$ cat src/mbs_pkg.sv
// constants and types for the memory self-test address/pause control block
package mbs_pkg;
  // register selectors on the coprocessor access port
  localparam logic [1:0] MBS_REG_CTRL = 2'h0;
  localparam logic [1:0] MBS_REG_ADDR = 2'h1;
  localparam logic [1:0] MBS_REG_GEN  = 2'h2;
  // control register fields
  localparam int MBS_CTL_EN    = 0;
  localparam int MBS_CTL_START = 1;
  localparam int MBS_CTL_PAUSE = 2;
  localparam int MBS_CTL_SIZE  = 8;
  localparam int MBS_SIZE_W    = 8;
  // status bits in control readback
  localparam int MBS_ST_RUN  = 4;
  localparam int MBS_ST_DONE = 5;
  localparam int MBS_ST_FAIL = 6;
  localparam int MBS_ST_PSD  = 7;
  // reset values
  localparam logic [31:0] MBS_RST_ZERO = 32'h0000_0000;
  // sequencer states
  typedef enum logic [2:0] {
    MBS_IDLE, MBS_P1_WR, MBS_PAUSED, MBS_P2_CHK, MBS_P2_WR,
    MBS_P3_CHK, MBS_P3_WR, MBS_P3_CHK2
  } mbs_state_e;
endpackage

$ cat src/mbs_selftest.sv
// self-test sequencer with address/general registers, one per side
`timescale 1ns/1ps
module mbs_selftest
  import mbs_pkg::*;
#(
  parameter int AW = 12
)(
  // clock and reset
  input  wire logic              clk,
  input  wire logic              srst,
  // coprocessor register access
  input  wire logic              reg_wr,
  input  wire logic              reg_rd,
  input  wire logic              reg_side,
  input  wire logic [1:0]        reg_sel,
  input  wire logic [31:0]       reg_wdata,
  output logic      [31:0]       reg_rdata,
  // instruction-side array port
  output logic                   i_mem_en,
  output logic                   i_mem_we,
  output logic      [AW-1:0]     i_mem_addr,
  output logic      [31:0]       i_mem_wdata,
  input  wire logic [31:0]       i_mem_rdata,
  // data-side array port
  output logic                   d_mem_en,
  output logic                   d_mem_we,
  output logic      [AW-1:0]     d_mem_addr,
  output logic      [31:0]       d_mem_wdata,
  input  wire logic [31:0]       d_mem_rdata,
  // functional enables of the arrays
  output logic                   i_func_en,
  output logic                   d_func_en
);
  // per-side state, index 0 instruction, 1 data
  mbs_state_e        st       [2];
  logic              en       [2];
  logic              pause    [2];
  logic [MBS_SIZE_W-1:0] size [2];
  logic              run      [2];
  logic              done     [2];
  logic              fail     [2];
  logic [AW-1:0]     start_a  [2];
  logic [31:0]       seed     [2];
  logic [AW-1:0]     pp_addr  [2];
  logic [AW-1:0]     cur      [2];
  logic [AW-1:0]     top      [2];
  logic [AW-1:0]     fail_a   [2];
  logic [31:0]       fail_d   [2];
  logic              pp_rd    [2];
  logic [31:0]       pk_d     [2];
  logic [31:0]       mrd      [2];
  logic              m_en     [2];
  logic              m_we     [2];
  logic [AW-1:0]     m_addr   [2];
  logic [31:0]       m_wd     [2];

  assign mrd[0] = i_mem_rdata;
  assign mrd[1] = d_mem_rdata;

  genvar g;
  generate
    for (g = 0; g < 2; g++)
    begin : g_side
      logic wsel;
      logic ctl_wr;
      logic mism;
      logic peek;
      logic [31:0] expect_v;
      assign wsel   = reg_wr && (reg_side == 1'(g));
      assign ctl_wr = wsel && reg_sel == MBS_REG_CTRL;
      // expected value for the check states
      always_comb
      begin
        unique case (st[g])
          MBS_P2_CHK, MBS_P3_CHK2: expect_v = seed[g];
          default:                 expect_v = ~seed[g];
        endcase
      end
      assign mism = (st[g] == MBS_P2_CHK || st[g] == MBS_P3_CHK ||
                     st[g] == MBS_P3_CHK2) && mrd[g] != expect_v;

      // control register fields
      always_ff @(posedge clk)
      begin
        if (srst)
        begin
          en[g]    <= 1'b0;
          pause[g] <= 1'b0;
          size[g]  <= '0;
        end
        else if (ctl_wr)
        begin
          en[g]    <= reg_wdata[MBS_CTL_EN];
          pause[g] <= reg_wdata[MBS_CTL_PAUSE];
          size[g]  <= reg_wdata[MBS_CTL_SIZE +: MBS_SIZE_W];
        end
      end

      // start address, seed and peek/poke address
      always_ff @(posedge clk)
      begin
        if (srst)
        begin
          start_a[g] <= '0;
          seed[g]    <= MBS_RST_ZERO;
          pp_addr[g] <= '0;
        end
        else if (wsel && !pause[g] && reg_sel == MBS_REG_ADDR)
          start_a[g] <= reg_wdata[AW-1:0];
        else if (wsel && !pause[g] && reg_sel == MBS_REG_GEN)
          seed[g] <= reg_wdata;
        else if (wsel && pause[g] && reg_sel == MBS_REG_ADDR)
          pp_addr[g] <= reg_wdata[AW-1:0];
      end

      // sequencer through the three passes
      always_ff @(posedge clk)
      begin
        if (srst)
        begin
          st[g]     <= MBS_IDLE;
          cur[g]    <= '0;
          top[g]    <= '0;
          run[g]    <= 1'b0;
          done[g]   <= 1'b0;
          fail[g]   <= 1'b0;
        end
        else
        begin
          unique case (st[g])
            MBS_IDLE:
              if (ctl_wr && reg_wdata[MBS_CTL_START] && en[g])
              begin
                st[g]   <= MBS_P1_WR;
                cur[g]  <= start_a[g];
                top[g]  <= start_a[g] + AW'(reg_wdata[MBS_CTL_SIZE +:
                           MBS_SIZE_W]);
                run[g]  <= 1'b1;
                done[g] <= 1'b0;
                fail[g] <= 1'b0;
              end
            MBS_P1_WR:
              if (cur[g] == top[g])
              begin
                cur[g] <= start_a[g];
                if (pause[g])
                begin
                  st[g]  <= MBS_PAUSED;
                  run[g] <= 1'b0;
                end
                else
                  st[g] <= MBS_P2_CHK;
              end
              else
                cur[g] <= cur[g] + AW'(1);
            MBS_PAUSED:
              if (ctl_wr && reg_wdata[MBS_CTL_START])
              begin
                st[g]  <= MBS_P2_CHK;
                run[g] <= 1'b1;
              end
            MBS_P2_CHK, MBS_P3_CHK, MBS_P3_CHK2:
              if (mism)
              begin
                st[g]     <= MBS_IDLE;
                run[g]    <= 1'b0;
                done[g]   <= 1'b1;
                fail[g]   <= 1'b1;
              end
              else if (st[g] == MBS_P2_CHK)
                st[g] <= MBS_P2_WR;
              else if (st[g] == MBS_P3_CHK)
                st[g] <= MBS_P3_WR;
              else if (cur[g] == start_a[g])
              begin
                st[g]   <= MBS_IDLE;
                run[g]  <= 1'b0;
                done[g] <= 1'b1;
              end
              else
              begin
                st[g]  <= MBS_P3_CHK;
                cur[g] <= cur[g] - AW'(1);
              end
            MBS_P2_WR:
              if (cur[g] == top[g])
                st[g] <= MBS_P3_CHK;
              else
              begin
                st[g]  <= MBS_P2_CHK;
                cur[g] <= cur[g] + AW'(1);
              end
            MBS_P3_WR:
              st[g] <= MBS_P3_CHK2;
            default:
              st[g] <= MBS_IDLE;
          endcase
        end
      end

      // failing location and data, held until a later failure
      always_ff @(posedge clk)
      begin
        if (srst)
        begin
          fail_a[g] <= '0;
          fail_d[g] <= MBS_RST_ZERO;
        end
        else if (mism)
        begin
          fail_a[g] <= cur[g];
          fail_d[g] <= mrd[g];
        end
      end

      // array port: sequencer first, then peek/poke while paused
      always_comb
      begin
        m_en[g]   = 1'b0;
        m_we[g]   = 1'b0;
        m_addr[g] = cur[g];
        m_wd[g]   = seed[g];
        unique case (st[g])
          MBS_P1_WR, MBS_P3_WR:
          begin
            m_en[g] = 1'b1;
            m_we[g] = 1'b1;
          end
          MBS_P2_WR:
          begin
            m_en[g] = 1'b1;
            m_we[g] = 1'b1;
            m_wd[g] = ~seed[g];
          end
          MBS_P2_CHK, MBS_P3_CHK, MBS_P3_CHK2:
            m_en[g] = 1'b1;
          default:
            if (pause[g] && reg_sel == MBS_REG_GEN &&
                (wsel || (reg_rd && reg_side == 1'(g))))
            begin
              m_en[g]   = 1'b1;
              m_we[g]   = wsel;
              m_addr[g] = pp_addr[g];
              m_wd[g]   = reg_wdata;
            end
        endcase
      end

      // a peek is an array read outside the sequencer's own states
      assign peek = m_en[g] && !m_we[g] && pause[g] &&
                    (st[g] == MBS_IDLE || st[g] == MBS_PAUSED);

      // marks that the next read result is peek data
      always_ff @(posedge clk)
      begin
        if (srst)
          pp_rd[g] <= 1'b0;
        else
          pp_rd[g] <= peek;
      end

      // peek data is taken while the array still drives it; the array
      // port is released as soon as the read strobe drops
      always_ff @(posedge clk)
      begin
        if (srst)
          pk_d[g] <= MBS_RST_ZERO;
        else if (peek)
          pk_d[g] <= mrd[g];
      end
    end
  endgenerate

  // register read mux, registered one cycle after reg_rd
  logic        rd_q;
  logic        rd_side;
  logic [1:0]  rd_sel;
  logic [31:0] next_rdata;
  always_ff @(posedge clk)
  begin
    if (srst)
    begin
      rd_q    <= 1'b0;
      rd_side <= 1'b0;
      rd_sel  <= MBS_REG_CTRL;
    end
    else
    begin
      rd_q    <= reg_rd;
      rd_side <= reg_side;
      rd_sel  <= reg_sel;
    end
  end

  // read data selection per side and register
  always_comb
  begin
    next_rdata = MBS_RST_ZERO;
    unique case (rd_sel)
      MBS_REG_CTRL:
      begin
        next_rdata[MBS_CTL_EN]    = en[rd_side];
        next_rdata[MBS_CTL_PAUSE] = pause[rd_side];
        next_rdata[MBS_ST_RUN]    = run[rd_side];
        next_rdata[MBS_ST_DONE]   = done[rd_side];
        next_rdata[MBS_ST_FAIL]   = fail[rd_side];
        next_rdata[MBS_ST_PSD]    = st[rd_side] == MBS_PAUSED;
        next_rdata[MBS_CTL_SIZE +: MBS_SIZE_W] = size[rd_side];
      end
      MBS_REG_ADDR:
        next_rdata[AW-1:0] = fail_a[rd_side];
      MBS_REG_GEN:
        if (pause[rd_side] && pp_rd[rd_side])
          next_rdata = pk_d[rd_side];
        else
          next_rdata = fail_d[rd_side];
      default:
        next_rdata = MBS_RST_ZERO;
    endcase
  end

  // read data holds until the next read completes
  always_ff @(posedge clk)
  begin
    if (srst)
      reg_rdata <= MBS_RST_ZERO;
    else if (rd_q)
      reg_rdata <= next_rdata;
  end

  // instruction-side array port
  assign i_mem_en    = m_en[0];
  assign i_mem_we    = m_we[0];
  assign i_mem_addr  = m_addr[0];
  assign i_mem_wdata = m_wd[0];

  // data-side array port
  assign d_mem_en    = m_en[1];
  assign d_mem_we    = m_we[1];
  assign d_mem_addr  = m_addr[1];
  assign d_mem_wdata = m_wd[1];

  // functional enables drop while either side is enabled for test, so
  // core accesses to the arrays go out to the system bus instead
  assign i_func_en   = !(en[0] || en[1]);
  assign d_func_en   = !(en[0] || en[1]);
endmodule

$ cat config.mk
export PLATFORM = sky130hd
export DESIGN_NAME = mbs_selftest
export DESIGN_NICKNAME = d
export VERILOG_FILES = /design/src/mbs_pkg.sv /design/src/mbs_selftest.sv
export SDC_FILE = /design/constraint.sdc
export NUM_CORES = 1
export LEC_CHECK = 0
export BUFFER_PORTS_ARGS = -buffer_cell sky130_fd_sc_hd__buf_2
export CAP_MARGIN = 15
export CORE_MARGIN = 3
export CORE_UTILIZATION = 30
export CTS_BUF_LIST = sky130_fd_sc_hd__clkbuf_4 sky130_fd_sc_hd__clkbuf_8 sky130_fd_sc_hd__clkbuf_16
export DETAILED_ROUTE_END_ITERATION = 16
export GPL_TIMING_DRIVEN = 1
export PLACE_DENSITY = 0.49
export SYNTH_ARGS = -nofsm -noshare
export SYNTH_HDL_FRONTEND = slang
export SYNTH_SLANG_ARGS = --single-unit
$ cat constraint.sdc
create_clock -name clk -period 6.7 [get_ports clk]
set_input_delay 0.335 -clock clk [delete_from_list [all_inputs] [get_ports clk]]
set_output_delay 0.335 -clock clk [all_outputs]
set_load 0.05 [all_outputs]
# Yosys cells after proc, flatten, opt, wreduce, memory -nomap -nowiden
# Memory sizes are Yosys's and may differ from the RTL's. A register that Yosys moved wholly into a read port is not among the register bits.
# Cells that the tools add are included.
# op_classes
bitwise_logic	79
reduce_logical	61
mux	284
n_addsub	6
n_eq_ne	25
# ops
op	count
32-bit 2-to-1 mux	11
12-bit 2-to-1 mux	22
1-bit 2-to-1 mux	214
32-bit case mux with 2 select lines	2
1-bit bitwise OR	76
3-bit 2-to-1 mux	24
32-bit != test	2
32-bit NOT	2
12-bit equality test	4
1-bit logical AND	33
12-bit by 1-bit adder with 12-bit output, second input constant	2
12-bit by 8-bit adder with 12-bit output	2
3-bit equality test, second input constant	8
8-bit case mux with 3 select lines	1
12-bit by 1-bit subtractor with 12-bit output, second input constant	2
16-bit 2-to-1 mux	1
8-bit 2-to-1 mux	2
3-bit by 2-bit equality test with 1-bit output, second input constant	5
3-bit OR reduction	4
6-bit OR reduction	2
5-bit OR reduction	2
1-bit logical OR	9
1-bit case mux with 2 select lines	4
4-bit case mux with 2 select lines	1
9 further kinds	20
# word_totals
output_inout_bits	126
regBits	35
wordCells	474
input_bits	103
n_memories	16
ramBits	346
# mem_list
name	words	word_bits	rd	rd_ports_with_merged_regs	write_ports	line	rtl
fail_d	2	32	1	1	2	mbs_selftest.sv:48	logic [31:0] fail_d [2];
pk_d	2	32	1	1	2	mbs_selftest.sv:50	logic [31:0] pk_d [2];
seed	2	32	2	0	2	mbs_selftest.sv:43	logic [31:0] seed [2];
cur	2	12	2	0	2	mbs_selftest.sv:45	logic [AW-1:0] cur [2];
fail_a	2	12	1	1	2	mbs_selftest.sv:47	logic [AW-1:0] fail_a [2];
pp_addr	2	12	2	0	2	mbs_selftest.sv:44	logic [AW-1:0] pp_addr [2];
10 more memories	--	--	--	--	--	--	

# Longest topological paths before layout
# logic_depth
depth_word	21
ltp_mapped	12
mapped_depth_nobuf	12

# Worst setup path before layout
# OpenSTA, ideal clock, no wires.
# synth_path
path_kind	flip-flop to flip-flop
from	memory st[0][2] (netlist name)
to	memory pk_d[0][0], enable pin
arrival_ns	4.839
setup_slack_ns	1.351
path_buffers	1
path_stages_with_launch	5
t_required_ns	6.189
setup_time_ns	0.511
synth_period_minus_slack_ns	5.349
path_cell_list	edfxtp_1 clkbuf_1 nor2_1 a21boi_0 o41ai_1
# synth_lines
item	line	rtl
from (decl)	mbs_selftest.sv:35	mbs_state_e st [2];
to (decl)	mbs_selftest.sv:50	

==> impl_results.md <==
* Total power divided by cell area at 273 nW/µm²
* Ports at roughly 230
* Failing checks: antenna rules
* Worst R2R Setup Slack at 2.93 ns
* CTS buffer count at 45
* Yosys warns at 0
* Post-DR wirelength/cell at roughly 27 µm
* Max IR drop VDD at 0.193 mV
* Crit path buf inv count at 0
* Vert. Die Dim at approximately 270 µm
* Yosys reg bits at 382
* Max incr delay on CP at 0.73 ns
* DRC at 0
* Relative slew slack at 0.253
* Worst r2r dst: cur[0][4]
* Max FO, Critical Path at 16
* Syn Area/Cell at 11.4 µm²
* Critical-path top delay cell: nand2_1
* Slew @ Worst Pin at 1.12 ns
* Final setup viols at 0
* Number of global-route vias before repair at about 15000
* Hold_sp: d_mem_rdata[27]
* Mapped Nets at 1946
* Crit path from: st[0][0]
* Max_cap viols at 0
* Die Wd at 268 µm
* CP Launch Type: flip-flop
* IO Port Bufs at approximately 230
* Critical path class: reg -> reg
* Setup TNS at 0 ns
* Tcrit/Tclk final at 0.563
* CP Capture Point: cur[0][4]
* Max Transition Viols Final at 0
* Post-synthesis xor/xnor area fraction at 0.0670
* Root Driver: clkbuf_16
* WP data arrival at approximately 4.0 ns
* Worst-path cell chain: nand2_1, nor3_1, a31oi_1, nor3_1, nor4b_2, nand4b_1, nand2_1
* Worst path depth at 7
* Hpwl dp at 55600 µm
* Worst skew pair latency at about 0.6 ns
* Core Region at slightly below 70000 µm²
* Rows at 95
* GRT Overall Usage at 0.211
* Fraction of layout cells with a size suffix above 1 at 0.214
* Share of synthesized cell area in and, or, nand and nor gates at 0.191
* CP endpoint kind: flip-flop
* Yosys top cell by area: edfxtp_1
* Overall power at 0.00660 W
* R2R depth at 7
* Initial antenna violation count at 10
* CTS HTree Levels at 2
* Worst EP required at 6.92 ns
* Clk sink count at 382
* Post-Route Utilization at 0.357
* Final antenna-violating net count at 1
* Clk slew on worst S/H paths at 0.06 ns
* Largest delay share family, worst path: simple AND/OR/NAND/NOR gates
* Post-CTS setup buffers at 0
* Final Hold Violating Endpoints at 0
* Run status: complete, but fails checks
* Unrepaired setup endpoints after global routing: false
* Synth Cell Area at ~21000 µm²
* Distinct cells, synth at 68
* Dpl ws at about 3 ns
* Fin nets at 2115
* Final WL at about 80000 µm
* Fin crit period at around 3.8 ns
* Starting density of the core at 0.305
* Worst Hold Class: in -> reg
* First-pass GRT wire length at 110000 µm
* Worst setup margin at ~3 ns
* Cells after Synth at roughly 1800
* Most used DFF post-synth: edfxtp_1
* Synth top area share at 0.500
* Clock Skew at 0.0178 ns
* Full die area at 72100 µm²
* Largest cells by area after synthesis: edfxtp_1, and2_1, xnor2_1
* Leakage at about 9.6 nW
* P&R area growth vs syn at 17.2%
* Synth Area in Adders at 0.0165
* Tightest hold margin at 0.0685 ns
* Reg-to-Reg Start: st[0][0]
* F_max at 265 MHz
* Routability cong. at 0.925
* Largest family of logic cells by synthesized area: simple AND/OR/NAND/NOR gates
* Max Root-Sink Buffers at 3
* Remaining Overflow, GRT at 0
* Post-synth EDFFs at 344
* Most frequent cells in the layout: edfxtp_1, buf_2, and2_1
* Post-synthesis compound-gate area fraction at 0.0947
* Via count at approximately 16000
* Vias per inst at ~5.5
* Drt pass-1 iters at 5
* Most common cell after layout, fill and taps aside: edfxtp_1
* Largest net degree at the start of global routing at 64
* 1st-iter DRT viols at 1909
* TritonCTS clock tree: built
* Mux cell area share after synthesis at 0.0607
* Ys async rst share at 0
* Sequential share of the synthesized area at 0.537
[cells in the mapped netlist (all sizes together) (7+ instances only)]
| cell | n |
|---|---|
| clkbuf | 119 |
| and2 | 194 |
| a22oi | 25 |
| nor2b | 17 |
| nand3 | 28 |
| o22ai | 10 |
| a221o | 66 |
| mux4 | 32 |
| o21ai | 47 |
| ha | 24 |
| nor2 | 173 |
| nor4 | 21 |
| dfxtp | 38 |
| edfxtp | 344 |
| and3 | 106 |
| xnor2 | 100 |
| nand2 | 78 |
| buf | 20 |
| a21oi | 38 |
| mux2 | 43 |
| a211oi | 7 |
| nand4 | 30 |
| o211ai | 7 |
| inv | 36 |
| nand2b | 12 |
| nor3 | 43 |
| xor2 | 58 |
| a222oi | 9 |
[kinds of logic after synthesis]
kind of cell | count (synthesis)
simple gates | 737
fa+ha+maj | 26
mux | 80
buf+inv | 175
flops | 382
xor+xnor | 158
compound gates | 259
[registers in the layout, indices dropped and copies added (netlist names), named ones only]
register,count
cur,24
done,2
en,2
fail,2
fail_a,24
fail_d,64
pause,2
pk_d,64
pp_addr,24
pp_rd,2
rd_q,1
rd_sel,2
reg_rdata,32
run,2
seed,64
size,16
st,6
start_a,24
top,24
[per-stage QoR]
stage                     instance area, µm²  instances
after floorplan                        20700       1817
after global placement                 22600       2806
after detailed placement               22600       2808
after CTS                              24200       2893
after global routing                   24200       2897
final                                  24200       2904
[worst min path at each step]
stage | end | slack [ns] | cells after the start
2_1_floorplan | rd_q | 0.46 | 1
3_3_place_gp | reg_rdata[3] | 0.46 | 2
3_5_place_dp | reg_rdata[1] | 0.47 | 2
4_1_cts | seed[1][26] | 0.04 | 2
5_1_grt | pk_d[1][30] | 0.05 | 2
6_report | pk_d[1][27] | 0.07 | 2
[layer usage]
layer	GRT usage	up-vias	wire (µm)
met5	0	-	0
met4	0.0491	0	1610
met3	0.0356	95	5940
met2	0.323	720	35000
met1	0.313	7956	35400
li1	-	7061	-
[where the power goes]
| part | internal [W] | leakage [nW] | switching [W] |
|---|---|---|---|
| clock | 0.00146 | 0.747 | 0.00104 |
| sequential | 0.00275 | 3.92 | 0.000162 |
| combinational | 0.000356 | 4.96 | 0.000830 |
[area by class of cell]
class | instances | area [µm²]
clock inverters | 23 | 235
clock buffers | 60 | 1270
multi-input cells | 1260 | 8950
flip-flops and latches | 382 | 11100
fillers | 6681 | 43500
inverters | 36 | 135
diodes | 9 | 22.5
repair buffers | 261 | 1410
well taps | 873 | 1090
[worst reg2reg max path: cells and delay by family, from the launching register on]
family           cells  cell delay [ns]
AND/OR/NAND/NOR      6             2.75
AO/OA/AOI/OAI        1             0.12
flip-flops           1             0.53
[timing repair]
item / in CTS / in global routing
hold buffers: 2 / 0
setup endpoints to repair: 0 / 0
endpoints found under the hold margin: 2 / 0
gates resized for setup: 0 / 0
Power figures use the tool's default switching activity.
